[config.mk]
export PLATFORM = sky130hd
export DESIGN_NAME = sfa_shift_add_unit
export DESIGN_NICKNAME = d
export VERILOG_FILES = /design/src/sfa_pkg.sv /design/src/sfa_shift_add_unit.sv
export SDC_FILE = /design/constraint.sdc
export NUM_CORES = 1
export LEC_CHECK = 0
export BUFFER_PORTS_ARGS = -buffer_cell sky130_fd_sc_hd__buf_2
export CAP_MARGIN = 20
export CORE_AREA = 2 2 178 180
export CTS_CLUSTER_DIAMETER = 60
export DETAILED_ROUTE_END_ITERATION = 10
export DIE_AREA = 0 0 180 182
export GPL_TIMING_DRIVEN = 0
export HOLD_SLACK_MARGIN = 0.15
export MAX_ROUTING_LAYER = met4
export PLACE_DENSITY = 0.77
export SLEW_MARGIN = 20
export SYNTH_ARGS = -nofsm -noshare
export SYNTH_HDL_FRONTEND = slang
export SYNTH_SLANG_ARGS = --single-unit
export TNS_END_PERCENT = 50
[constraint.sdc]
create_clock -name ref_clk -period 7.11 [get_ports ref_clk]
set_input_delay 0.711 -clock ref_clk [delete_from_list [all_inputs] [get_ports ref_clk]]
set_output_delay 0.711 -clock ref_clk [all_outputs]
set_load 0.01 [all_outputs]
[src/sfa_pkg.sv]
// Shared constants, field layouts and types of the shift and fixed-point add unit
package sfa_pkg;
  // Machine cycle timing in clock pulses
  localparam logic [3:0] PULSE_LAST = 4'hb;
  localparam logic [3:0] PULSE_SC_LOAD = 4'h1;
  localparam logic [3:0] PULSE_END_TEST = 4'ha;
  localparam logic [3:0] PULSE_SR_LOAD = 4'h0;
  localparam logic [3:0] PULSE_SIGN_INV = 4'h1;
  localparam logic [7:0] SC_END_LIMIT = 8'h07;
  // Register byte offsets
  localparam logic [7:0] ADR_CMD = 8'h00;
  localparam logic [7:0] ADR_STAT = 8'h04;
  localparam logic [7:0] ADR_ACCH = 8'h08;
  localparam logic [7:0] ADR_ACCL = 8'h0c;
  localparam logic [7:0] ADR_MQH = 8'h10;
  localparam logic [7:0] ADR_MQL = 8'h14;
  localparam logic [7:0] ADR_SWH = 8'h18;
  localparam logic [7:0] ADR_SWL = 8'h1c;
  localparam logic [7:0] ADR_SC = 8'h20;
  localparam logic [7:0] ADR_SRH = 8'h24;
  localparam logic [7:0] ADR_SRL = 8'h28;
  // Command word fields
  localparam int CMD_OP_LSB = 0;
  localparam int CMD_ADDR_LSB = 8;
  // Status bit positions
  localparam int ST_BUSY = 0;
  localparam int ST_OVF = 1;
  localparam int ST_QCARRY = 2;
  localparam int ST_ENDOP = 3;
  // Reset values
  localparam logic [7:0] SC_RESET = 8'h00;
  localparam logic [3:0] PULSE_RESET = 4'h0;
  localparam logic [14:0] ADDR_RESET = 15'h0000;

  typedef enum logic [3:0] {
    SFA_OP_NONE = 4'h0,
    SFA_OP_ALS = 4'h1,
    SFA_OP_LLS = 4'h2,
    SFA_OP_LGL = 4'h3,
    SFA_OP_ARS = 4'h4,
    SFA_OP_LRS = 4'h5,
    SFA_OP_LGR = 4'h6,
    SFA_OP_RQL = 4'h7,
    SFA_OP_CLA = 4'h8,
    SFA_OP_CLS = 4'h9,
    SFA_OP_CAL = 4'ha,
    SFA_OP_ADD = 4'hb
  } sfa_op_t;

  typedef enum logic [5:0] {
    SFA_IDLE = 6'h01,
    SFA_ICYC = 6'h02,
    SFA_LCYC = 6'h04,
    SFA_TAIL = 6'h08,
    SFA_ECYC = 6'h10,
    SFA_FCYC = 6'h20
  } sfa_state_t;

  // Sum register: sign, carry (Q), overflow (P), magnitude 1..35 (mag[34] is bit 1)
  typedef struct packed {
    logic sign;
    logic carry;
    logic ovfPos;
    logic [34:0] mag;
  } sfa_acc_t;

  // Plain signed word: quotient and storage word registers
  typedef struct packed {
    logic sign;
    logic [34:0] mag;
  } sfa_word_t;
endpackage

[src/sfa_shift_add_unit.sv]
// Shift group and fixed-point load/add datapath with its cycle sequencer
// Notes on behaviour
// - Shift counter loads only the low eight address bits; at most 255 shifts.
// - From pulse 1 of the next extra cycle, shift and decrement each pulse.
// - First extra cycle gives at most eleven shifts, later ones twelve.
// - Counter seven or less at pulse ten ends; leftover shifts run in next fetch.
// - Bits leaving a register are lost; vacated places fill with zeros unless linked.
// - Sum-only left shift moves carry, overflow, 1-35; one into overflow sets indicator.
// - Long left chains quotient into sum bit 35; quotient sign copies to sum sign.
// - Logical long left also chains the quotient sign between bit 1 and sum 35.
// - Sum-only right shift fills carry with zero and drops bit 35.
// - Long right feeds sum 35 into quotient 1; sum sign copies to quotient.
// - Logical long right routes sum 35 to quotient sign, sign to quotient 1.
// - Quotient rotate left passes bit 1 to sign and sign to bit 35.
// - Clear-and-load fetches in execute cycle, loads sum in the following fetch.
// - Negated load inverts the storage word sign during the execute cycle.
// - Unsigned load puts word sign in overflow position, sum sign positive.
// - Like signs: add true magnitudes, keep the sum sign.
// - Unlike signs: add ones' complement of sum magnitude to storage magnitude.
// - Unlike signs: carry out of the carry position sets the carry-remember trigger.
// - End carry: add one, flip sign; no end carry: recomplement, keep sign.
// - Add fetches in execute cycle; adds and corrects in the following fetch.
`timescale 1ns/10ps
`default_nettype none
module sfa_shift_add_unit #(
  parameter int SC_WIDTH = 8
) (
  input wire logic ref_clk,
  input wire logic rst_n,
  input wire logic wb_cyc_i,
  input wire logic wb_stb_i,
  input wire logic wb_we_i,
  input wire logic [7:0] wb_adr_i,
  input wire logic [3:0] wb_sel_i,
  input wire logic [31:0] wb_dat_i,
  output logic [31:0] wb_dat_o,
  output logic wb_ack_o,
  output logic busy,
  output logic overflowInd
);
  logic [1:0] rstSync_r;
  logic rstN;
  logic ack_r;
  logic [31:0] rdData_r;
  logic wrFire;
  sfa_pkg::sfa_state_t state_r;
  sfa_pkg::sfa_op_t op_r;
  logic [14:0] addr_r;
  logic [3:0] pulse_r;
  logic firstL_r;
  logic endOp_r;
  logic [SC_WIDTH-1:0] sc_r;
  sfa_pkg::sfa_acc_t ac_r;
  sfa_pkg::sfa_acc_t acNxt;
  sfa_pkg::sfa_word_t mq_r;
  sfa_pkg::sfa_word_t mqNxt;
  sfa_pkg::sfa_word_t sr_r;
  sfa_pkg::sfa_word_t sw_r;
  logic ovf_r;
  logic ovfSet;
  logic qCarry_r;
  logic carrySet;
  logic shiftEn;
  logic isShift;
  logic cycEnd;
  logic cmdGo;

  // Reset release goes through two flops so every datapath flop leaves reset together
  always_ff @(posedge ref_clk or negedge rst_n) begin
    if (!rst_n) begin
      rstSync_r <= 2'h0;
    end else begin
      rstSync_r <= {rstSync_r[0], 1'b1};
    end
  end
  assign rstN = rstSync_r[1];

  // Byte lanes are ignored: every register is written as a whole word
  function automatic logic hit(input logic [7:0] adr, input logic [7:0] off);
    hit = (adr[7:2] == off[7:2]);
  endfunction

  // Wishbone classic: ack one cycle after the strobe, write lands on the acked edge
  always_ff @(posedge ref_clk or negedge rstN) begin
    if (!rstN) begin
      ack_r <= 1'b0;
    end else begin
      ack_r <= wb_cyc_i && wb_stb_i && !ack_r;
    end
  end
  assign wb_ack_o = ack_r;
  assign wrFire = wb_cyc_i && wb_stb_i && wb_we_i && ack_r;

  // Read data is captured in the request cycle; unmapped offsets read zero
  always_ff @(posedge ref_clk or negedge rstN) begin
    if (!rstN) begin
      rdData_r <= 32'h0;
    end else if (wb_cyc_i && wb_stb_i && !ack_r) begin
      rdData_r <= 32'h0;
      if (hit(wb_adr_i, sfa_pkg::ADR_CMD))
        rdData_r <= {9'h0, addr_r, 4'h0, op_r};
      if (hit(wb_adr_i, sfa_pkg::ADR_STAT))
        rdData_r <= {28'h0, endOp_r, qCarry_r, ovf_r, busy};
      if (hit(wb_adr_i, sfa_pkg::ADR_ACCH))
        rdData_r <= {26'h0, ac_r[37:32]};
      if (hit(wb_adr_i, sfa_pkg::ADR_ACCL))
        rdData_r <= ac_r.mag[31:0];
      if (hit(wb_adr_i, sfa_pkg::ADR_MQH))
        rdData_r <= {28'h0, mq_r[35:32]};
      if (hit(wb_adr_i, sfa_pkg::ADR_MQL))
        rdData_r <= mq_r.mag[31:0];
      if (hit(wb_adr_i, sfa_pkg::ADR_SWH))
        rdData_r <= {28'h0, sw_r[35:32]};
      if (hit(wb_adr_i, sfa_pkg::ADR_SWL))
        rdData_r <= sw_r.mag[31:0];
      if (hit(wb_adr_i, sfa_pkg::ADR_SC))
        rdData_r <= {{(32 - SC_WIDTH){1'b0}}, sc_r};
      if (hit(wb_adr_i, sfa_pkg::ADR_SRH))
        rdData_r <= {28'h0, sr_r[35:32]};
      if (hit(wb_adr_i, sfa_pkg::ADR_SRL))
        rdData_r <= sr_r.mag[31:0];
    end
  end
  assign wb_dat_o = rdData_r;

  // A command write is taken only while idle; while busy it is dropped
  assign cmdGo = wrFire && hit(wb_adr_i, sfa_pkg::ADR_CMD) && (state_r == sfa_pkg::SFA_IDLE);
  assign isShift = (op_r >= sfa_pkg::SFA_OP_ALS) && (op_r <= sfa_pkg::SFA_OP_RQL);
  assign cycEnd = (pulse_r == sfa_pkg::PULSE_LAST);
  assign busy = (state_r != sfa_pkg::SFA_IDLE);

  // Shift on every pulse of an extra cycle except pulse 0 of the first one
  assign shiftEn = (sc_r != '0) && (((state_r == sfa_pkg::SFA_LCYC)
                   && !(firstL_r && pulse_r == 4'h0))
                   || (state_r == sfa_pkg::SFA_TAIL));

  // Command capture
  always_ff @(posedge ref_clk or negedge rstN) begin
    if (!rstN) begin
      op_r <= sfa_pkg::SFA_OP_NONE;
      addr_r <= sfa_pkg::ADDR_RESET;
    end else if (cmdGo) begin
      op_r <= sfa_pkg::sfa_op_t'(wb_dat_i[sfa_pkg::CMD_OP_LSB +: 4]);
      addr_r <= wb_dat_i[sfa_pkg::CMD_ADDR_LSB +: 15];
    end
  end

  // Pulse counter numbers the twelve clock pulses of each machine cycle
  always_ff @(posedge ref_clk or negedge rstN) begin
    if (!rstN) begin
      pulse_r <= sfa_pkg::PULSE_RESET;
    end else if (cmdGo || cycEnd || state_r == sfa_pkg::SFA_IDLE) begin
      pulse_r <= sfa_pkg::PULSE_RESET;
    end else begin
      pulse_r <= pulse_r + 4'h1;
    end
  end

  // Cycle sequencer: fetch, then extra (shift) or execute cycles, then next fetch
  always_ff @(posedge ref_clk or negedge rstN) begin
    if (!rstN) begin
      state_r <= sfa_pkg::SFA_IDLE;
      firstL_r <= 1'b0;
      endOp_r <= 1'b0;
    end else begin
      case (state_r)
        sfa_pkg::SFA_IDLE: begin
          if (cmdGo) begin
            state_r <= sfa_pkg::SFA_ICYC;
            endOp_r <= 1'b0;
          end
        end
        sfa_pkg::SFA_ICYC: begin
          if (cycEnd) begin
            firstL_r <= 1'b1;
            if (!isShift)
              state_r <= sfa_pkg::SFA_ECYC;
            else if (sc_r == '0)
              state_r <= sfa_pkg::SFA_IDLE;
            else
              state_r <= sfa_pkg::SFA_LCYC;
          end
        end
        sfa_pkg::SFA_LCYC: begin
          if (pulse_r == sfa_pkg::PULSE_END_TEST && sc_r <= SC_WIDTH'(sfa_pkg::SC_END_LIMIT))
            endOp_r <= 1'b1;
          if (cycEnd) begin
            firstL_r <= 1'b0;
            if (endOp_r)
              state_r <= sfa_pkg::SFA_TAIL;
          end
        end
        sfa_pkg::SFA_TAIL: begin
          // Remaining shifts overlap the next fetch; at most five are left
          if (sc_r <= 1 || cycEnd)
            state_r <= sfa_pkg::SFA_IDLE;
        end
        sfa_pkg::SFA_ECYC: begin
          if (cycEnd)
            state_r <= sfa_pkg::SFA_FCYC;
        end
        sfa_pkg::SFA_FCYC: begin
          // Result lands on the first pulse of the next fetch cycle
          state_r <= sfa_pkg::SFA_IDLE;
          endOp_r <= 1'b1;
        end
        default: begin
          state_r <= sfa_pkg::SFA_IDLE;
        end
      endcase
    end
  end

  // Shift counter: loaded from the low address byte at pulse 1 of the fetch cycle
  always_ff @(posedge ref_clk or negedge rstN) begin
    if (!rstN) begin
      sc_r <= SC_WIDTH'(sfa_pkg::SC_RESET);
    end else if (state_r == sfa_pkg::SFA_ICYC && pulse_r == sfa_pkg::PULSE_SC_LOAD && isShift) begin
      sc_r <= addr_r[SC_WIDTH-1:0];
    end else if (shiftEn) begin
      sc_r <= sc_r - SC_WIDTH'(1);
    end
  end

  // Storage word register: taken from core storage, sign inverted for the negated load
  always_ff @(posedge ref_clk or negedge rstN) begin
    if (!rstN) begin
      sr_r <= '0;
    end else if (state_r == sfa_pkg::SFA_ECYC && pulse_r == sfa_pkg::PULSE_SR_LOAD) begin
      sr_r <= sw_r;
    end else if (state_r == sfa_pkg::SFA_ECYC && pulse_r == sfa_pkg::PULSE_SIGN_INV
                 && op_r == sfa_pkg::SFA_OP_CLS) begin
      sr_r.sign <= !sr_r.sign;
    end
  end

  // Core storage word as presented by software
  always_ff @(posedge ref_clk or negedge rstN) begin
    if (!rstN) begin
      sw_r <= '0;
    end else if (wrFire && hit(wb_adr_i, sfa_pkg::ADR_SWH)) begin
      sw_r[35:32] <= wb_dat_i[3:0];
    end else if (wrFire && hit(wb_adr_i, sfa_pkg::ADR_SWL)) begin
      sw_r.mag[31:0] <= wb_dat_i;
    end
  end

  // Shift network and sign-magnitude adder
  always_comb begin
    logic [36:0] acv;
    logic [37:0] sumLike;
    logic [37:0] sumComp;
    acv = {ac_r.carry, ac_r.ovfPos, ac_r.mag};
    sumLike = {1'b0, acv} + {3'h0, sr_r.mag};
    sumComp = {1'b0, ~acv} + {3'h0, sr_r.mag};
    acNxt = ac_r;
    mqNxt = mq_r;
    ovfSet = 1'b0;
    carrySet = 1'b0;
    if (shiftEn) begin
      case (op_r)
        sfa_pkg::SFA_OP_ALS: begin
          {acNxt.carry, acNxt.ovfPos, acNxt.mag} = {ac_r.ovfPos, ac_r.mag, 1'b0};
          ovfSet = ac_r.mag[34];
        end
        sfa_pkg::SFA_OP_LLS: begin
          {acNxt.carry, acNxt.ovfPos, acNxt.mag, mqNxt.mag} =
            {ac_r.ovfPos, ac_r.mag, mq_r.mag, 1'b0};
          acNxt.sign = mq_r.sign;
          ovfSet = ac_r.mag[34];
        end
        sfa_pkg::SFA_OP_LGL: begin
          {acNxt.carry, acNxt.ovfPos, acNxt.mag, mqNxt} =
            {ac_r.ovfPos, ac_r.mag, mq_r, 1'b0};
          ovfSet = ac_r.mag[34];
        end
        sfa_pkg::SFA_OP_ARS: begin
          {acNxt.carry, acNxt.ovfPos, acNxt.mag} = {1'b0, acv[36:1]};
        end
        sfa_pkg::SFA_OP_LRS: begin
          {acNxt.carry, acNxt.ovfPos, acNxt.mag, mqNxt.mag} =
            {1'b0, acv, mq_r.mag[34:1]};
          mqNxt.sign = ac_r.sign;
        end
        sfa_pkg::SFA_OP_LGR: begin
          {acNxt.carry, acNxt.ovfPos, acNxt.mag, mqNxt} = {1'b0, acv, mq_r[35:1]};
        end
        sfa_pkg::SFA_OP_RQL: begin
          mqNxt = {mq_r.mag, mq_r.sign};
        end
        default: begin
          acNxt = ac_r;
        end
      endcase
    end else if (state_r == sfa_pkg::SFA_FCYC) begin
      case (op_r)
        sfa_pkg::SFA_OP_CLA, sfa_pkg::SFA_OP_CLS: begin
          acNxt = {sr_r.sign, 2'h0, sr_r.mag};
        end
        sfa_pkg::SFA_OP_CAL: begin
          acNxt = {1'b0, 1'b0, sr_r.sign, sr_r.mag};
        end
        sfa_pkg::SFA_OP_ADD: begin
          if (ac_r.sign == sr_r.sign) begin
            {acNxt.carry, acNxt.ovfPos, acNxt.mag} = sumLike[36:0];
          end else begin
            carrySet = sumComp[37];
            if (sumComp[37]) begin
              {acNxt.carry, acNxt.ovfPos, acNxt.mag} = sumComp[36:0] + 37'h1;
              acNxt.sign = !ac_r.sign;
            end else begin
              {acNxt.carry, acNxt.ovfPos, acNxt.mag} = ~sumComp[36:0];
            end
          end
        end
        default: begin
          acNxt = ac_r;
        end
      endcase
    end
  end

  // Sum and quotient registers; software may load them only while idle
  always_ff @(posedge ref_clk or negedge rstN) begin
    if (!rstN) begin
      ac_r <= '0;
      mq_r <= '0;
    end else if (busy) begin
      ac_r <= acNxt;
      mq_r <= mqNxt;
    end else if (wrFire) begin
      if (hit(wb_adr_i, sfa_pkg::ADR_ACCH))
        ac_r[37:32] <= wb_dat_i[5:0];
      if (hit(wb_adr_i, sfa_pkg::ADR_ACCL))
        ac_r.mag[31:0] <= wb_dat_i;
      if (hit(wb_adr_i, sfa_pkg::ADR_MQH))
        mq_r[35:32] <= wb_dat_i[3:0];
      if (hit(wb_adr_i, sfa_pkg::ADR_MQL))
        mq_r.mag[31:0] <= wb_dat_i;
    end
  end

  // Sticky overflow indicator, a hardware set in the clearing cycle wins over the clear; carry trigger reloads on every add
  always_ff @(posedge ref_clk or negedge rstN) begin
    if (!rstN) begin
      ovf_r <= 1'b0;
      qCarry_r <= 1'b0;
    end else begin
      if (ovfSet)
        ovf_r <= 1'b1;
      else if (wrFire && hit(wb_adr_i, sfa_pkg::ADR_STAT) && wb_dat_i[sfa_pkg::ST_OVF])
        ovf_r <= 1'b0;
      if (state_r == sfa_pkg::SFA_FCYC && op_r == sfa_pkg::SFA_OP_ADD)
        qCarry_r <= carrySet;
    end
  end
  assign overflowInd = ovf_r;
endmodule
`default_nettype wire

==> results of run 1 <==
## through the flow
| step | TNS (ns) | cell area [um^2] | setup slack [ns] | power, uW |
|---|---|---|---|---|
| global route | 0 | 19100 | 1.32 | 2900 |
| finish | 0 | 19100 | 1.38 | 2830 |
| floorplan | 0 | 17300 | 0.467 | 1460 |
| CTS | 0 | 19100 | 1.58 | 2820 |
| global placement | -444.02 | 18200 | -2.06 | 1560 |
| detailed placement | 0 | 18300 | 1.61 | 1570 |
## what timing repair did
action	4_1_cts	5_1_grt
hold endpoints to repair	2	0
hold buffers	1	0
endpoints found under the setup margin	0	0
## area by class of cell
cell class,count,area (um^2)
inverters,89,334
flip-flops and latches,222,5560
diodes,3,7.51
fillers,2794,11900
clock inverters,7,100
plain buffers,137,551
well taps,402,503
clock buffers,34,677
multi-input cells,1639,10800
repair buffers,82,505
## power by group
group | leakage (uW) | switching, uW | internal (uW)
sequential | 0.00292 | 23.4 | 1280
clock | 0.000382 | 531 | 735
combinational | 0.00556 | 176 | 81.2
total | 0.00886 | 731 | 2100
## cells in the mapped netlist, drive strengths merged (8+ instances only)
master / instances
nand4: 10
o31ai: 19
o21ai: 211
nor2b: 13
xnor2: 74
dfrtp: 221
and3: 16
nor4: 19
a21oi: 200
clkbuf: 106
or2: 9
nand3: 40
xor2: 17
o21bai: 11
nor2: 171
or3: 11
ha: 77
o211ai: 18
mux2: 94
a221oi: 42
mux2i: 68
inv: 88
a211oi: 24
nand2b: 14
buf: 31
nor3: 37
and2: 13
o22ai: 8
a31oi: 21
nand2: 246
o221ai: 12
a21o: 30
## routing by layer
| metal | global-route usage | up-vias | wire, um |
|---|---|---|---|
| li1 | - | 7799 | - |
| met1 | 0.547 | 8600 | 27500 |
| met2 | 0.654 | 1075 | 31000 |
| met3 | 0.0830 | 259 | 7160 |
| met4 | 0.227 | 0 | 4090 |
| met5 | - | - | 0 |
## worst register-to-register path, cell delays in order, from the launching register on
cell and delay [ns]:
dfrtp_1 0.58, inv_1 0.17, ha_1 0.37, a211oi_2 0.43, o21ai_2 0.23, a21oi_4 0.35
o311ai_4 0.20, a311o_1 0.42, a211oi_1 0.63, or3_1 0.20, clkbuf_1 0.48, clkbuf_1 0.64
nor2_1 0.14, xnor2_1 0.27, o22ai_1 0.11, a31oi_1 0.28, o21ai_1 0.09
## layout by cell type (no fill, tap or decap), drive strengths merged, types with 12 or more instances in the layout
master | Yosys | final
nand2b | 14 | 14
nor4 | 19 | 19
xor2 | 17 | 17
o221ai | 12 | 12
nor2b | 13 | 13
nor2 | 171 | 171
o31ai | 19 | 19
a21oi | 200 | 200
inv | 88 | 90
a221oi | 42 | 42
ha | 77 | 77
nand3 | 40 | 40
nand2 | 246 | 246
mux2 | 94 | 94
o211ai | 18 | 18
o21ai | 211 | 211
and2 | 13 | 13
buf | 31 | 112
nor3 | 37 | 37
a21o | 30 | 30
clkbuf | 106 | 140
dfrtp | 221 | 221
a211oi | 24 | 24
mux2i | 68 | 68
xnor2 | 74 | 74
a31oi | 21 | 21
and3 | 16 | 16
## state kept, by name (all words and copies together) (netlist names), 2 cells and up
register   count
sr_r          36
sc_r           8
sw_r          36
pulse_r        4
ac_r          38
wb_dat_o      32
state_r        6
rstSync_r      2
addr_r        15
mq_r          36
op_r           4
## cells by family after synthesis
| group | synth area share |
|---|---|
| xor gates and xnor gates | 0.0461 |
| muxes | 0.107 |
| AOI/OAI and AO/OA | 0.249 |
| DFF | 0.322 |
| and+or+nand+nor | 0.166 |
| buffers and inverters | 0.0512 |
| other | 0.000217 |
| adders and majority gates | 0.0587 |
## worst min path at each step
stage                       from            to  cells past startpoint
floorplan           rstSync_r[0]  rstSync_r[1]                      0
global placement    rstSync_r[0]  rstSync_r[1]                      0
global route        rstSync_r[1]    pulse_r[0]                      0
detailed placement  rstSync_r[1]    pulse_r[0]                      0
CTS                 rstSync_r[1]    pulse_r[0]                      0
finish              rstSync_r[1]    pulse_r[0]                      0
==> impl_metrics.yaml, run 1 <==
critical_path:
  path_delay_family: "compound AO/OA/AOI/OAI gates"
  crit_end: "ac_r[15]"
  worst_setup_path_end_kind: "flop"
  critPathBufInv: 3
  cp_data_arrival_time_ns: 6.13
  crit_path_top_delay_cell: "clkbuf_1"
  cpMostUsedCell: "clkbuf_1"
  crit_path_cell_trace: "inv_1 > ha_1 > a211oi_2 > o21ai_2 > a21oi_4 > o311ai_4 > a311o_1 > a211oi_1 > or3_1 > clkbuf_1 > clkbuf_1 > nor2_1 > xnor2_1 > o22ai_1 > a31oi_1 > o21ai_1"
  cp_max_fo: 10
  cp-start-kind: "flop"
  r2r_end: "ac_r[15]"
  path_class: "flop to flop"
  worstRegToRegCells: 16
  r2r-start: "ac_r[1]"
  crit_start: "ac_r[1]"
  cp_slowest_stage_delay_ns: 0.64
  path_depth: 16
  required_ns: 7.51
  r2r_slack_ns: 1.38
logic_synthesis:
  synth.avg_cell_area_um2: 8.28
  synth_warnings: 0
  synth-edff-count: 0
  netlist_area_mm2: 0.0173
  yosysSeqAreaShare: 0.322
  synth-seq-cells: 222
  yosysTopAreaCell: "dfrtp_1"
  ys_async_sr_fraction: 1.00
  ys_dominant_reg_cell: "dfrtp_1"
  synth.distinct_cells: 95
  synth_fp_nets: 2215
  synth.area.top_cells: "dfrtp_1 (32%), mux2_2 (6.1%), a21oi_1 (5.7%)"
  netlist.area_leader.share: 0.320
  postSynthCellCount: 2087
sta:
  hold_viol: 0
  min_period_over_period: 0.805
  report.final.setup_viol: 0
  fin_crit_ns: 5.73
  worst_clock_skew_ns: 0.0151
  tightest_slew_ns: 1.09
  drv_slew: 0
  hold_ws_ns: 0.156
  relSlewSlack: 0.271
  clock.fmax_ghz: 0.175
  rsz0062_at_grt: "false"
clock_tree:
  clk_pin_slew_ns: 0.06
  cts_resized: 0
  clock_latency_ns: 0.53
  cts.sinks: 222
  cts_buffers: 23
  postCtsSetupBuffers: 0
  cts_tree: "done"
  htreeDepth: 1
  clockBufferDepth: 3
  clock-root-buffer: "clkbuf_16"
power_and_ir_drop:
  powerDensity_mw_per_mm2: 148
  p_leak_uw: 0.00886
  peakVddDrop_mv: 0.210
route:
  vias: 17700
  route.detailed.drc: 0
  firstDrtPassIters: 9
  viasPerCell: 6.78
  postRouteAntennaNets: 0
  drtIter0Drc: 2183
  wire_per_inst_um: 26.7
  wl_um: 69800
placed_design:
  post-dp-hpwl_um: 54500
  gp_congestion: 1.04
  dp.cells: 2570
  io_buffers: 77
floorplan:
  start_util: 0.558
  dieArea_mm2: 0.0328
  io_pins: 84
  row_count: 65
  chipWidth_um: 180
  die_h_um: 182
  core_area_mm2: 0.0310
global_routing:
  grt_use_total: 0.431
  grt_max_degree: 57
  grt_pass1_vias: 17200
  grt_overflow: 0
  grt_pass1_wl_um: 105000
  antenna_found_initial: 2
final_layout:
  stdcell_count: 2615
  area_growth_pct: 10.5
  drive_gt1_frac: 0.126
  finalNetCount: 2322
  fin_util: 0.616
job:
  cap_viol_max_count: 0
worst_hold_path:
  hp-class: "flop to async pin"
status:
  status: "finished clean"
Power figures use the tool's default switching activity.
==> inputs of run 2 (changes only) <==
clock period = 4.59 ns   (was 7.11 ns; I/O delays follow)
==> impl_metrics.yaml, run 2 (synthesized netlist as in run 1, its figures left out) <==
status:
  status: "finished, violations left"
  violations: "setup timing"
critical_path:
  cp_data_arrival_time_ns: 5.05
  worst_setup_path_end_kind: "flop"
  r2r_end: "ac_r[34]"
  cp_max_fo: 6
  worstRegToRegCells: 14
  r2r_slack_ns: -0.03
  r2r-start: "ac_r[1]"
  cp-start-kind: "flop"
  required_ns: 5.01
  path_class: "flop to flop"
route:
  route.detailed.drc: 0
  firstDrtPassIters: 6
  vias: 18000
  wl_um: 70100
  drtIter0Drc: 2326
  viasPerCell: 6.84
  wire_per_inst_um: 26.7
  postRouteAntennaNets: 0
final_layout:
  drive_gt1_frac: 0.155
  area_growth_pct: 12.5
  final_common_cell: "nand2_1"
  largest_reg_flops: 38
  mostFrequentLayoutCells: "nand2_1 (244), dfrtp_1 (207), a21oi_1 (195)"
  regArea_mm2: 0.00558
  multiInputGateArea_mm2: 0.0111
  top_register: "ac_r"
  fillers: 2766
  finalNetCount: 2334
power_and_ir_drop:
  p_leak_uw: 0.00895
  peakVddDrop_mv: 0.309
  powerDensity_mw_per_mm2: 225
sta:
  min_period_over_period: 1.01
  relSlewSlack: 0.203
  clock.fmax_ghz: 0.216
  report.final.setup_viol: 1
  worst_clock_skew_ns: 0.0259
  drv_slew: 0
  layout_setup_ws_ns: -0.0321
  tightest_slew_ns: 1.19
  rsz0062_at_grt: "true"
  fin_crit_ns: 4.62
  hold_viol: 0
  hold_ws_ns: 0.203
placed_design:
  gp_congestion: 0.992
  post-dp-hpwl_um: 54500
  io_buffers: 77
  post-place-ws_ns: -0.856
global_routing:
  antenna_found_initial: 1
  grt_max_degree: 59
  grt_use_total: 0.431
  grt_pass1_wl_um: 105000
  grt_pass1_vias: 17500
  grt_overflow: 0
clock_tree:
  cts.sinks: 222
  htreeDepth: 1
  clk_pin_slew_ns: 0.07
  cts_tree: "done"
  cts_buffers: 23
  clock_latency_ns: 0.54
  clock-root-buffer: "clkbuf_16"
  clockBufferDepth: 3
floorplan:
  die_h_um: 182
  start_util: 0.558
  io_pins: 84
  dieArea_mm2: 0.0328
  core_area_mm2: 0.0310
  row_count: 65
  chipWidth_um: 180
worst_hold_path:
  min_from: "wb_dat_i[31]"
  worstHoldPathCells: 2
  hp-class: "input pin to flop"
  hold-path-endpoint: "sw_r[31]"
job:
  cap_viol_max_count: 0
## run 2: cell types whose count changed in the layout (fill, tap and decap cells not counted), sizes merged
cell	change
buf	+12
bufinv	+1
clkbuf	-4
clkinv	+1
clkinvlp	+1
diode	-1
inv	-1
## run 2: cell type report
class	count	share of cell area
Clock buffer	30	0.0320
Clock inverter	9	0.00650
Inverter	89	0.0172
Sequential cell	222	0.287
Multi-Input combinational cell	1639	0.572
Buffer	134	0.0286
Timing Repair Buffer	97	0.0310
Tap cell	402	0.0259
Antenna cell	2	0.000258
## run 2: how the worst max path moves through the flow
stage               startpoint  endpoint  slack, ns
finish                 ac_r[1]  ac_r[34]      -0.03
floorplan              ac_r[0]  ac_r[34]       0.45
CTS                    ac_r[0]  ac_r[34]      0.002
global placement       ac_r[1]  ac_r[15]      -0.86
global route          ac_r[17]  ac_r[34]      -0.08
detailed placement     ac_r[1]  ac_r[15]      -0.86
## run 2: routing by layer
layer,part of all wire,GRT usage
met1,0.39,0.553
met2,0.44,0.661
met3,0.10,0.0554
met4,0.067,0.245
met5,0,-
## run 2: critical path: stages, from the launching register on
cell and delay (ns):
dfrtp_2 0.50, inv_1 0.15, fa_2 0.47, a211oi_4 0.38, o211a_1 0.30, nor2_4 0.08, a221oi_4 0.51, o32a_1 0.26
nand2_2 0.06, or4b_4 0.51, or4b_4 0.58, o31ai_4 0.23, xor2_1 0.22, a211oi_2 0.06, o31ai_2 0.20
## run 2: through the flow
| step | instance area, um^2 | setup TNS, ns | power (uW) | util | std cells |
|---|---|---|---|---|---|
| floorplan | 17300 | 0 | 2270 | - | 2087 |
| finish | 19400 | -0.0321 | 4370 | 0.627 | 2624 |
| global placement | 18200 | -103.36 | 2420 | 0.586 | 2566 |
| CTS | 19200 | 0 | 4340 | 0.618 | 2616 |
| global route | 19400 | -0.160 | 4450 | 0.627 | 2623 |
| detailed placement | 18300 | -14.40 | 2430 | 0.590 | 2570 |
## run 2: timing repair
| item | in CTS | in global routing |
|---|---|---|
| hold buffers | 1 | 0 |
| pin swaps | 9 | 27 |
| endpoints found under the hold margin | 2 | 0 |
| resized for setup | 19 | 56 |
| endpoints found under the setup margin | 37 | 25 |
| buffers inserted | 7 | 8 |
## run 2: where the power goes
| group | leakage, uW | switching, uW | internal, uW |
|---|---|---|---|
| Clock | 0.000366 | 830 | 1120 |
| Combinational | 0.00568 | 273 | 127 |
| Sequential | 0.00291 | 40.6 | 1980 |
| Total | 0.00895 | 1140 | 3230 |
